[config.mk]
export PLATFORM = sky130hd
export DESIGN_NAME = dis_status_port
export DESIGN_NICKNAME = d
export VERILOG_FILES = /design/src/dis_pkg.sv /design/src/dis_status_port.sv /design/src/dis_sync.sv
export SDC_FILE = /design/constraint.sdc
export NUM_CORES = 1
export LEC_CHECK = 0
export BUFFER_PORTS_ARGS = -buffer_cell sky130_fd_sc_hd__buf_2
export CORE_ASPECT_RATIO = 1.2
export CORE_UTILIZATION = 38
export DETAILED_ROUTE_END_ITERATION = 6
export GPL_ROUTABILITY_DRIVEN = 0
export MAX_ROUTING_LAYER = met4
export PLACE_DENSITY = 0.67
export SLEW_MARGIN = 40
export SYNTH_ARGS = -nofsm -noshare
export SYNTH_HDL_FRONTEND = slang
export SYNTH_SLANG_ARGS = --single-unit
export TNS_END_PERCENT = 10
[constraint.sdc]
create_clock -name CLK -period 1.39 [get_ports CLK]
set_clock_uncertainty 0.2 [all_clocks]
set_input_delay 0 -clock CLK [delete_from_list [all_inputs] [get_ports CLK]]
set_output_delay 0 -clock CLK [all_outputs]
set_load 0.01 [all_outputs]
[src/dis_pkg.sv]
// Package for the display input status port: I/O addresses, bit positions, reset values.
// Assumes a host I/O bus with 16-bit addresses and 8-bit read data.
package dis_pkg;

    // ************************************************************
    // I/O decode
    // ************************************************************
    localparam logic [15:0] STATUS_ADDR_MONO  = 16'h03BA;
    localparam logic [15:0] STATUS_ADDR_COLOR = 16'h03DA;

    // ************************************************************
    // Bit positions of the status byte
    // ************************************************************
    localparam int BIT_VSYNC_N    = 7;
    localparam int BIT_WIN_LINE   = 6;
    localparam int BIT_DIAG_HI    = 5;
    localparam int BIT_DIAG_LO    = 4;
    localparam int BIT_VSYNC      = 3;
    localparam int BIT_WIN_ACTIVE = 2;
    localparam int BIT_HDE_N      = 1;
    localparam int BIT_DE_N       = 0;

    // ************************************************************
    // Reset values
    // ************************************************************
    localparam logic [7:0] STATUS_RESET = 8'h83;   // No sync, blanking shown
    localparam logic [1:0] SYNC_RESET   = 2'h0;
    localparam int         SYNC_STAGES  = 2;

    // Plane-select encodings for the diagnostic pair
    typedef enum logic [1:0] {
        DIS_SEL_TWO   = 2'h0,
        DIS_SEL_FIVE  = 2'h1,
        DIS_SEL_THREE = 2'h2,
        DIS_SEL_SEVEN = 2'h3
    } dis_sel_t;

endpackage : dis_pkg

[src/dis_status_port.sv]
// Display input status port: read-only byte showing live display timing state.
// Assumes timing inputs come from another clock domain and the host read bus
// is synchronous to CLK; plane select is held by the attribute stage elsewhere.
//
// Contract
// - Bit 7 reads 0 during vertical sync and 1 otherwise.
// - Bit 6 reads 1 when the secondary window is active in the current scan line.
// - Bits 5:4 return a colour output pair chosen by the two-bit plane select.
// - Bit 3 reads 1 during vertical sync, always the inverse of bit 7.
// - Bit 2 reads 1 whenever the secondary window is active.
// - Bit 1 reads 0 while horizontal display enable is asserted, 1 in blanking.
// - Bit 0 reads 1 in any retrace interval and 0 in active display, unlatched.
// - The port decodes at 3BA with the mono map and at 3DA with the colour map.
`timescale 1ns/1ps
module dis_status_port
    import dis_pkg::*;
(
    // Clock and reset
    input  wire logic       CLK,
    input  wire logic       RST,
    // Host I/O read port
    input  wire logic [15:0] IO_ADDR,
    input  wire logic        IO_RD,
    input  wire logic        COLOR_MAP,
    output logic      [7:0]  IO_RDATA,
    output logic             IO_HIT,
    // Primary display timer
    input  wire logic        VSYNC,
    input  wire logic        HDE,
    input  wire logic        DE,
    // Secondary window controller
    input  wire logic        WIN_LINE,
    input  wire logic        WIN_ACTIVE,
    // Attribute stage
    input  wire logic [7:0]  ATTR_COLOUR,
    input  wire logic [7:0]  ATTR_ALT_COLOUR,
    input  wire logic [1:0]  PLANE_SEL
);

    // ************************************************************
    // Synchronisers for all foreign levels
    // ************************************************************
    localparam int NSYNC = 23;
    logic [NSYNC-1:0] raw_in;
    logic [NSYNC-1:0] sync_in;

    assign raw_in = {PLANE_SEL, ATTR_ALT_COLOUR, ATTR_COLOUR, WIN_ACTIVE, WIN_LINE, DE, HDE, VSYNC};

    dis_sync #(.WIDTH(NSYNC)) u_sync (
        .clk (CLK),
        .rst (RST),
        .d   (raw_in),
        .q   (sync_in)
    );

    logic       vsync_s;
    logic       hde_s;
    logic       de_s;
    logic       win_line_s;
    logic       win_act_s;
    logic [7:0] attr_colour_out;
    logic [7:0] attr_alt_out;
    dis_sel_t   sel_s;

    assign vsync_s         = sync_in[0];
    assign hde_s           = sync_in[1];
    assign de_s            = sync_in[2];
    assign win_line_s      = sync_in[3];
    assign win_act_s       = sync_in[4];
    assign attr_colour_out = sync_in[12:5];
    assign attr_alt_out    = sync_in[20:13];
    assign sel_s           = dis_sel_t'(sync_in[22:21]);

    // ************************************************************
    // Status byte assembly
    // ************************************************************
    logic [7:0] status_ff;
    logic [7:0] nxt_status;
    logic [1:0] diag;

    // Diagnostic mux picks the colour pair from plane select
    always_comb begin
        case (sel_s)
            DIS_SEL_TWO:   diag = {attr_colour_out[2], attr_alt_out[0]};
            DIS_SEL_FIVE:  diag = {attr_colour_out[5], attr_alt_out[4]};
            DIS_SEL_THREE: diag = {attr_colour_out[3], attr_alt_out[1]};
            DIS_SEL_SEVEN: diag = {attr_colour_out[7], attr_alt_out[6]};
            default:       diag = 2'h0;
        endcase
    end

    // Next status; tracks timing every cycle, no latching on read
    always_comb begin
        nxt_status                 = 8'h00;
        nxt_status[BIT_VSYNC_N]    = ~vsync_s;
        nxt_status[BIT_WIN_LINE]   = win_line_s;
        nxt_status[BIT_DIAG_HI]    = diag[1];
        nxt_status[BIT_DIAG_LO]    = diag[0];
        nxt_status[BIT_VSYNC]      = vsync_s;
        nxt_status[BIT_WIN_ACTIVE] = win_act_s;
        nxt_status[BIT_HDE_N]      = ~hde_s;
        nxt_status[BIT_DE_N]       = ~de_s;
    end

    // Status register; one flop so bits 7 and 3 always flip together
    always_ff @(posedge CLK) begin
        if (RST) begin
            status_ff <= STATUS_RESET;
        end else begin
            status_ff <= nxt_status;
        end
    end

    // ************************************************************
    // Host read decode
    // ************************************************************
    logic [7:0] rdata_ff;
    logic [7:0] nxt_rdata;
    logic       hit;

    // Address follows the mono/colour map select; other address reads nothing
    always_comb begin
        hit       = IO_RD && (IO_ADDR == (COLOR_MAP ? STATUS_ADDR_COLOR : STATUS_ADDR_MONO));
        nxt_rdata = hit ? status_ff : 8'h00;
    end

    always_ff @(posedge CLK) begin
        if (RST) begin
            rdata_ff <= 8'h00;
        end else begin
            rdata_ff <= nxt_rdata;
        end
    end

    assign IO_HIT   = hit;
    assign IO_RDATA = rdata_ff;

    // ************************************************************
    // Assertions
    // ************************************************************
    // Sync bits: the status flop lags the synchronised level by exactly one edge
    vsync_low_a: assert property (@(posedge CLK) disable iff (RST)
        $past(vsync_s) |-> !status_ff[BIT_VSYNC_N])
        else $error("bit 7 not low in vsync");
    vsync_high_a: assert property (@(posedge CLK) disable iff (RST)
        !$past(vsync_s) |-> status_ff[BIT_VSYNC_N])
        else $error("bit 7 not high outside vsync");
    vsync_inv_a: assert property (@(posedge CLK) disable iff (RST)
        status_ff[BIT_VSYNC] != status_ff[BIT_VSYNC_N])
        else $error("bits 7 and 3 not inverse");

    // Secondary window bits
    win_line_a: assert property (@(posedge CLK) disable iff (RST)
        status_ff[BIT_WIN_LINE] == $past(win_line_s))
        else $error("bit 6 not window line");
    win_act_a: assert property (@(posedge CLK) disable iff (RST)
        $rose(win_act_s) |=> status_ff[BIT_WIN_ACTIVE])
        else $error("bit 2 not set with window");
    win_level_a: assert property (@(posedge CLK) disable iff (RST)
        status_ff[BIT_WIN_ACTIVE] == $past(win_act_s))
        else $error("bit 2 not window level");

    // Diagnostic pair, one property per select so a swapped leg shows at once
    diag_two_a: assert property (@(posedge CLK) disable iff (RST)
        ($past(sel_s) == DIS_SEL_TWO) |->
        status_ff[5:4] == {$past(attr_colour_out[2]), $past(attr_alt_out[0])})
        else $error("diag pair wrong for select 0");
    diag_five_a: assert property (@(posedge CLK) disable iff (RST)
        ($past(sel_s) == DIS_SEL_FIVE) |->
        status_ff[5:4] == {$past(attr_colour_out[5]), $past(attr_alt_out[4])})
        else $error("diag pair wrong for select 1");
    diag_three_a: assert property (@(posedge CLK) disable iff (RST)
        ($past(sel_s) == DIS_SEL_THREE) |->
        status_ff[5:4] == {$past(attr_colour_out[3]), $past(attr_alt_out[1])})
        else $error("diag pair wrong for select 2");
    diag_mux_a: assert property (@(posedge CLK) disable iff (RST)
        ($past(sel_s) == DIS_SEL_SEVEN) |->
        status_ff[5:4] == {$past(attr_colour_out[7]), $past(attr_alt_out[6])})
        else $error("diag pair wrong for select 3");

    // Display enable bits, both levels of each
    hde_bit_a: assert property (@(posedge CLK) disable iff (RST)
        hde_s |=> !status_ff[BIT_HDE_N])
        else $error("bit 1 not low in display");
    hde_blank_a: assert property (@(posedge CLK) disable iff (RST)
        !hde_s |=> status_ff[BIT_HDE_N])
        else $error("bit 1 not high in blanking");
    de_bit_a: assert property (@(posedge CLK) disable iff (RST)
        !de_s |=> status_ff[BIT_DE_N])
        else $error("bit 0 not high in retrace");
    de_display_a: assert property (@(posedge CLK) disable iff (RST)
        de_s |=> !status_ff[BIT_DE_N])
        else $error("bit 0 not low in display");

    // Address decode and read data timing
    addr_dec_a: assert property (@(posedge CLK) disable iff (RST)
        (IO_RD && COLOR_MAP && IO_ADDR == STATUS_ADDR_MONO) |-> !IO_HIT ##1 IO_RDATA == 8'h00)
        else $error("mono address hit in colour map");
    hit_colour_a: assert property (@(posedge CLK) disable iff (RST)
        (IO_RD && COLOR_MAP && IO_ADDR == STATUS_ADDR_COLOR) |-> IO_HIT)
        else $error("colour address missed");
    hit_mono_a: assert property (@(posedge CLK) disable iff (RST)
        (IO_RD && !COLOR_MAP && IO_ADDR == STATUS_ADDR_MONO) |-> IO_HIT)
        else $error("mono address missed");
    rdata_hit_a: assert property (@(posedge CLK) disable iff (RST)
        IO_HIT |=> IO_RDATA == $past(status_ff))
        else $error("read data not status byte");
    rdata_idle_a: assert property (@(posedge CLK) disable iff (RST)
        !IO_HIT |=> IO_RDATA == 8'h00)
        else $error("read data not zero without hit");

    // A sync level held three edges must have reached the status flop
    sync_lag_a: assert property (@(posedge CLK) disable iff (RST)
        $rose(VSYNC) ##1 VSYNC[*2] |=> status_ff[BIT_VSYNC])
        else $error("vsync not seen after sync delay");

endmodule : dis_status_port

[src/dis_sync.sv]
// Two-flop level synchroniser, parameterised in width.
// Assumes the inputs are levels from a foreign timing domain.
`timescale 1ns/1ps
module dis_sync
    import dis_pkg::*;
#(
    parameter int WIDTH = 1
) (
    // Clock and reset
    input  wire logic             clk,
    input  wire logic             rst,
    // Data
    input  wire logic [WIDTH-1:0] d,
    output logic      [WIDTH-1:0] q
);
    logic [WIDTH-1:0] meta_ff;
    logic [WIDTH-1:0] q_ff;

    // ************************************************************
    // Synchroniser stages; the first flop feeds only the second
    // ************************************************************
    always_ff @(posedge clk) begin
        if (rst) begin
            meta_ff <= '0;
            q_ff    <= '0;
        end else begin
            meta_ff <= d;
            q_ff    <= meta_ff;
        end
    end

    assign q = q_ff;

endmodule : dis_sync

After elaboration in Yosys (flattened, before gate mapping)
Cells that the tools add are included.
W data, S select, Z words.
{ "word_totals": {"elab_cells": 17, "in_bits": 43, "output_inout_bits": 9, "regBits": 62} }
{ "classes": {"n_eq_ne": 4, "reduce_logical": 3, "mux": 2, "n_bitwise": 4} }
{ "ops": {"columns": ["op", "n"], "rows": [
  ["$eq A16 B10 Y1", 1],
  ["$pmux W2 S4", 1],
  ["$mux W7", 1],
  ["$eq A2 B2 Y1 const B", 2],
  ["$not A1 Y1", 4],
  ["$eq A2 B1 Y1 const B", 1],
  ["$logic_not A2 Y1", 1],
  ["$reduce_or A2 Y1", 1],
  ["$logic_and A1 B1 Y1", 1]
]} }

Logic depth before layout (Yosys ltp)
{ "logic_depth": {"depth_word": 5, "mapped_depth": 3, "depth_no_buf": 3} }

Modules after synthesis
From an unflattened synthesis, not the netlist that was laid out.
{ "hier_totals": {"hier_cells": 140, "area_unflattened_um2": 1826.8} }
{ "modules_own_cells": {"columns": ["module", "n_inst", "cells_each", "area_per_inst_um2", "seq_area_each_um2"], "rows": [
  ["dis_sync", 1, 96, 1229.9, 920.9],
  ["dis_status_port", 1, 44, 596.8, 320.3]
]} }

Worst setup path before layout
Ideal clock, no wire load.
{ "synth_path": {"path_kind": "reg-to-reg", "from": "reg u_sync.q_ff[21], in the netlist u_sync.q[21]", "to": "reg status_ff[4]", "period_less_slack_ns": 1.286, "n_path_buf": 0, "path_stages_with_launch": 3, "t_required_ns": 1.064, "setup_time_ns": 0.126, "t_arrival_ns": 0.961, "path_slack_ns": 0.104, "path_cell_list": "dfxtp_1 -> mux4_2 -> nor2b_1"} }
{ "synth_via": {"elab_chain_cells": 2, "word_cells_on_any_way": 5, "cone_classes": "eq/ne: 3; mux: 1; reduce/logical: 1"} }
{ "synth_rtl": {"columns": ["item", "line", "text"], "rows": [
  ["from (decl)", "dis_sync.sv:17", "logic [WIDTH-1:0] q_ff;"],
  ["from (signal assigned)", "dis_sync.sv:28", "q_ff <= meta_ff;"],
  ["$eq A2 B2 Y1, or another cell as far along", "dis_status_port.sv:83", "case (sel_s)"],
  ["$pmux W2 S4 *", "dis_status_port.sv:83", null],
  ["to (signal assigned)", "dis_status_port.sv:110", "status_ff <= nxt_status;"],
  ["to (decl)", "dis_status_port.sv:77", "logic [7:0] status_ff;"]
]} }
Mark *: on every way between the ends. The rest lies on a longest branch, timed or not.
A chain may end at the register's enable or synchronous reset.

Worst setup path in the final report
{ "layout_path": {"from": "in COLOR_MAP", "to": "out IO_HIT"} }
{ "layout_via": {"elab_chain_cells": 3} }
{ "layout_rtl": {"columns": ["item", "line", "text"], "rows": [
  ["from (decl)", "dis_status_port.sv:24", "input wire logic COLOR_MAP,"],
  ["$mux W7", "dis_status_port.sv:123", "hit = IO_RD && (IO_ADDR == (COLOR_MAP ? STATUS_ADDR_COLOR : STATUS_ADDR_MONO));"],
  ["$eq A16 B10 Y1", "dis_status_port.sv:123", null],
  ["$logic_and A1 B1 Y1", "dis_status_port.sv:123", null],
  ["to (decl)", "dis_status_port.sv:26", "output logic IO_HIT,"]
]} }
No other way between the ends.

==> flow_summary.html <==
<table>
<tr><th>Metric</th><th>Value</th></tr>
<tr><th colspan="2">Logic synthesis</th></tr>
<tr><td>Leading cell types by total area after synthesis</td><td>sky130_fd_sc_hd__dfxtp_1 66%, sky130_fd_sc_hd__nor2b_1 16%, sky130_fd_sc_hd__and4bb_2 7.2%</td></tr>
<tr><td>Number of instances in the synthesized netlist</td><td>107</td></tr>
<tr><td>Cell type with the highest aggregate area in the netlist</td><td>sky130_fd_sc_hd__dfxtp_1</td></tr>
<tr><td>Portion of the post-synthesis area used by sequential elements</td><td>65.9%</td></tr>
<tr><td>Post-Synthesis Mean Instance Area</td><td>13.0 sq um</td></tr>
<tr><td>Number of warnings reported in the yosys synthesis log</td><td>0</td></tr>
<tr><td>Synth Net Count</td><td>150</td></tr>
<tr><td>Portion of synthesized cell area occupied by the leading cell type</td><td>65.9%</td></tr>
<tr><td>Register bit total from synthesis</td><td>46</td></tr>
<tr><td>Count of distinct cell types in the synthesized netlist</td><td>14</td></tr>
<tr><td>Mapped cell area</td><td>1400 sq um</td></tr>
<tr><th colspan="2">Place</th></tr>
<tr><td>Pre-CTS WS</td><td>-0.0220 ns</td></tr>
<tr><td>Placed Cells</td><td>184</td></tr>
<tr><td>Port-buffer cells</td><td>43</td></tr>
<tr><td>Final HPWL DP</td><td>1380 um</td></tr>
<tr><th colspan="2">Power</th></tr>
<tr><td>Clock power share</td><td>38.7%</td></tr>
<tr><td>Maximum VDD drop</td><td>773 uV</td></tr>
<tr><td>Cell-internal power</td><td>2.04 mW</td></tr>
<tr><td>Sequential fraction of design power</td><td>55.2%</td></tr>
<tr><td>Proportion of total power due to net switching</td><td>17.9%</td></tr>
<tr><td>Switching power</td><td>0.446 mW</td></tr>
<tr><td>Part of the power in combinational logic</td><td>6.1%</td></tr>
<tr><td>Power Density</td><td>1270 nW/um^2</td></tr>
<tr><td>Static leakage</td><td>0.846 nW</td></tr>
<tr><th colspan="2">Critical path</th></tr>
<tr><td>Worst r2r dst</td><td>status_ff[5]</td></tr>
<tr><td>Depth of the most critical reg-to-reg path</td><td>2</td></tr>
<tr><td>Flop2flop setup slack</td><td>0.08 ns</td></tr>
<tr><td>Most used cell, CP</td><td>sky130_fd_sc_hd__buf_2</td></tr>
<tr><td>Worst-path cell with the longest stage delay</td><td>sky130_fd_sc_hd__or3b_4</td></tr>
<tr><td>CP peak stage delay</td><td>0.40 ns</td></tr>
<tr><td>Largest fanout on the critical path</td><td>6</td></tr>
<tr><td>Critical Path, Cell by Cell</td><td>buf_2 &gt; or3b_4 &gt; a211oi_4 &gt; nor2b_1 &gt; buf_2</td></tr>
<tr><td>Worst r2r src</td><td>u_sync.q[21]</td></tr>
<tr><td>Worst setup EP type</td><td>primary output</td></tr>
<tr><td>WP data arrival</td><td>1.13 ns</td></tr>
<tr><td>Start-to-end type of the worst setup path</td><td>input pin to primary output</td></tr>
<tr><td>Data required time at the worst endpoint</td><td>1.19 ns</td></tr>
<tr><td>Critical Path Start Type</td><td>input pin</td></tr>
<tr><th colspan="2">Timing</th></tr>
<tr><td>Number of slew-limit violations in the final report</td><td>0</td></tr>
<tr><td>Post-route fraction of the period consumed by the critical path</td><td>95.8%</td></tr>
<tr><td>Time the worst path needs with I/O delays and setup</td><td>1.33 ns</td></tr>
<tr><td>Slew HR</td><td>81.3%</td></tr>
<tr><td>Actual slew at the worst max-slew pin</td><td>0.280 ns</td></tr>
<tr><td>Post-layout worst setup margin</td><td>0.0582 ns</td></tr>
<tr><td>Achievable frequency</td><td>751 MHz</td></tr>
<tr><td># setup viols final</td><td>0</td></tr>
<tr><td>Number of hold-slack violations in the final timing report</td><td>0</td></tr>
<tr><th colspan="2">Min path</th></tr>
<tr><td>Hold path startpoint</td><td>IO_ADDR[6]</td></tr>
<tr><td>End point of the worst hold path</td><td>IO_RDATA[4]</td></tr>
<tr><td>Hold/Removal Path Class</td><td>input pin to flip-flop</td></tr>
<tr><td>Cell depth of the worst min-delay path</td><td>4</td></tr>
<tr><th colspan="2">Floorplanning</th></tr>
<tr><td>Rows</td><td>23</td></tr>
<tr><td>Number of placed I/O pins</td><td>52</td></tr>
<tr><td>Die width</td><td>57.3 um</td></tr>
<tr><td>Std-Cell Core Area</td><td>3420 sq um</td></tr>
<tr><td>Initial Util</td><td>40.8%</td></tr>
<tr><td>Area enclosed by the die boundary</td><td>3920 sq um</td></tr>
<tr><td>Floorplan die height</td><td>68.4 um</td></tr>
<tr><th colspan="2">Routing</th></tr>
<tr><td>Number of violations reported at the end of detailed-routing iteration 0</td><td>15</td></tr>
<tr><td>Wire per inst</td><td>9.94 um</td></tr>
<tr><td>Length of the first detailed-routing pass in iterations</td><td>5</td></tr>
<tr><td>Total wirelength of the detailed-routed design</td><td>2090 um</td></tr>
<tr><td>Post-DR vias/cell</td><td>4.37</td></tr>
<tr><td>Number of nets with antenna violations after routing</td><td>0</td></tr>
<tr><td>Post-detailed-route DRC marker count</td><td>9</td></tr>
<tr><td>Total vias in the final route</td><td>918</td></tr>
<tr><th colspan="2">Clocking</th></tr>
<tr><td>CTS buffer count</td><td>5</td></tr>
<tr><td>Clk Tree Root Cell</td><td>sky130_fd_sc_hd__clkbuf_8</td></tr>
<tr><td>Clock latency on the worst-skew pair</td><td>0.29 ns</td></tr>
<tr><td>Clock Path Buffers</td><td>2</td></tr>
<tr><td>TritonCTS clock tree</td><td>yes</td></tr>
<tr><td>Maximum level of the CTS H-tree</td><td>2</td></tr>
<tr><td>Number of sinks driven by the clock tree</td><td>46</td></tr>
<tr><td>Clock-pin slew reported for the worst setup and hold paths after clock tree synthesis</td><td>0.07 ns</td></tr>
<tr><th colspan="2">Global route</th></tr>
<tr><td>First-pass GRT wire length</td><td>3210 um</td></tr>
<tr><td>Maximum number of pins on one net before global-route repair</td><td>30</td></tr>
<tr><td>Overall global routing resource usage</td><td>11.9%</td></tr>
<tr><td>Antenna violations before repair</td><td>0</td></tr>
<tr><td>Via count of the first global-routing pass</td><td>812</td></tr>
<tr><td>Remaining global-route overflow</td><td>0</td></tr>
<tr><th colspan="2">Run status</th></tr>
<tr><td>Status</td><td>finished, violations left</td></tr>
<tr><td>Violated checks</td><td>DRC</td></tr>
<tr><th colspan="2">Job</th></tr>
<tr><td>Total of max-cap violations</td><td>0</td></tr>
<tr><th colspan="2">Cells and area</th></tr>
<tr><td>Number of nets in the layout</td><td>216</td></tr>
<tr><td>Non-filler cells, final</td><td>210</td></tr>
<tr><td>Layout cell share with drive strength beyond 1</td><td>38.7%</td></tr>
<tr><td>Number of inserted filler cells in the final layout</td><td>289</td></tr>
<tr><td>Most used cells in the layout excluding fill and tap cells</td><td>45 x sky130_fd_sc_hd__dfxtp_1, 43 x sky130_fd_sc_hd__buf_2, 36 x sky130_fd_sc_hd__nor2b_1</td></tr>
<tr><td>Antenna Cells</td><td>0</td></tr>
<tr><td>Most common cell after layout, fill and taps aside</td><td>sky130_fd_sc_hd__dfxtp_1</td></tr>
<tr><td>Layout overhead on the synthesized area</td><td>40.3%</td></tr>
</table>
==> cells in the mapped netlist <==
master	number
sky130_fd_sc_hd__or3b_4	1
sky130_fd_sc_hd__nand2_1	1
sky130_fd_sc_hd__inv_1	1
sky130_fd_sc_hd__and4bb_2	8
sky130_fd_sc_hd__a211oi_4	1
sky130_fd_sc_hd__nand3b_1	1
sky130_fd_sc_hd__nor4b_1	1
sky130_fd_sc_hd__nor3_1	1
sky130_fd_sc_hd__nand2b_1	2
sky130_fd_sc_hd__nor2b_1	36
sky130_fd_sc_hd__dfxtp_1	46
sky130_fd_sc_hd__nand4b_1	2
sky130_fd_sc_hd__mux4_2	2
sky130_fd_sc_hd__clkbuf_1	4
==> metal layers <==
metal | vias up | global-route usage (%) | routed length [um]
li1 | 478 | - | -
met1 | 397 | 9.70 | 816
met2 | 37 | 21.3 | 1040
met3 | 6 | 4.91 | 169
met4 | 0 | 9.15 | 57
met5 | - | - | 0
==> sequential cells by signal, summed over array words and instances, names as in the netlist <==
register / count
status_ff: 8
u_sync.meta_ff: 15
IO_RDATA: 8
u_sync.q: 15
==> timing repair <==
action	4_1_cts	5_1_grt
gates resized for setup	0	1
setup endpoints to repair	0	2
hold buffers	16	0
setup buffers	0	3
endpoints found under the hold margin	24	0
==> worst max-delay path: cells and delay by family <==
family          cells  cell delay [ns]
buf+inv             2             0.24
simple gates        2             0.56
compound gates      1             0.33
==> stage by stage <==
stage          hold slack, ns  instance area [sq um]  util, %  total power [mW]  TNS (ns)
6_report               0.0586                   1960     57.2              2.49         0
5_1_grt                0.0580                   1960     57.2              2.59  -0.00440
4_1_cts                0.0566                   1940     56.5              2.52         0
3_5_place_dp           0.0117                   1660     48.6              1.52   -0.0938
3_3_place_gp          0.00757                   1660     48.6              1.52         0
2_1_floorplan          -0.117                   1400        -              1.46         0
==> how the worst max path moves through the flow <==
stage	from	endpoint	slack (ns)	cells past startpoint
after CTS	COLOR_MAP	IO_HIT	0.01	5
after floorplan	u_sync.q[21]	status_ff[4]	0.10	2
after global routing	COLOR_MAP	IO_HIT	-0.004	5
after detailed placement	COLOR_MAP	IO_RDATA[0]	-0.02	4
after global placement	COLOR_MAP	IO_RDATA[0]	0.03	4
final	COLOR_MAP	IO_HIT	0.06	5
==> logic make-up after synthesis <==
family | Yosys count | synth area share, %
buffers and inverters | 5 | 1.34
DFF | 46 | 65.9
muxes | 2 | 3.23
and+or+nand+nor | 53 | 28.0
AOI/OAI and AO/OA | 1 | 1.43
==> power groups by stage <==
stage / Clock [mW] / Combinational [mW] / Sequential (mW)
final: 0.964 / 0.151 / 1.37
after detailed placement: 0 / 0.119 / 1.41
after floorplan: 0 / 0.0610 / 1.40
after CTS: 0.994 / 0.153 / 1.38
after global routing: 1.04 / 0.168 / 1.38
after global placement: 0 / 0.115 / 1.40
==> final cells by class <==
class	instances	area, sq um	share of cell area [%]
Clock buffer	6	82.6	4.21
Timing Repair Buffer	63	418	21.3
Clock inverter	1	30.0	1.53
Inverter	1	3.75	0.192
Sequential cell	46	922	47.1
Tap cell	37	46.3	2.36
Multi-Input combinational cell	56	457	23.3
Power figures use the tool's default switching activity.
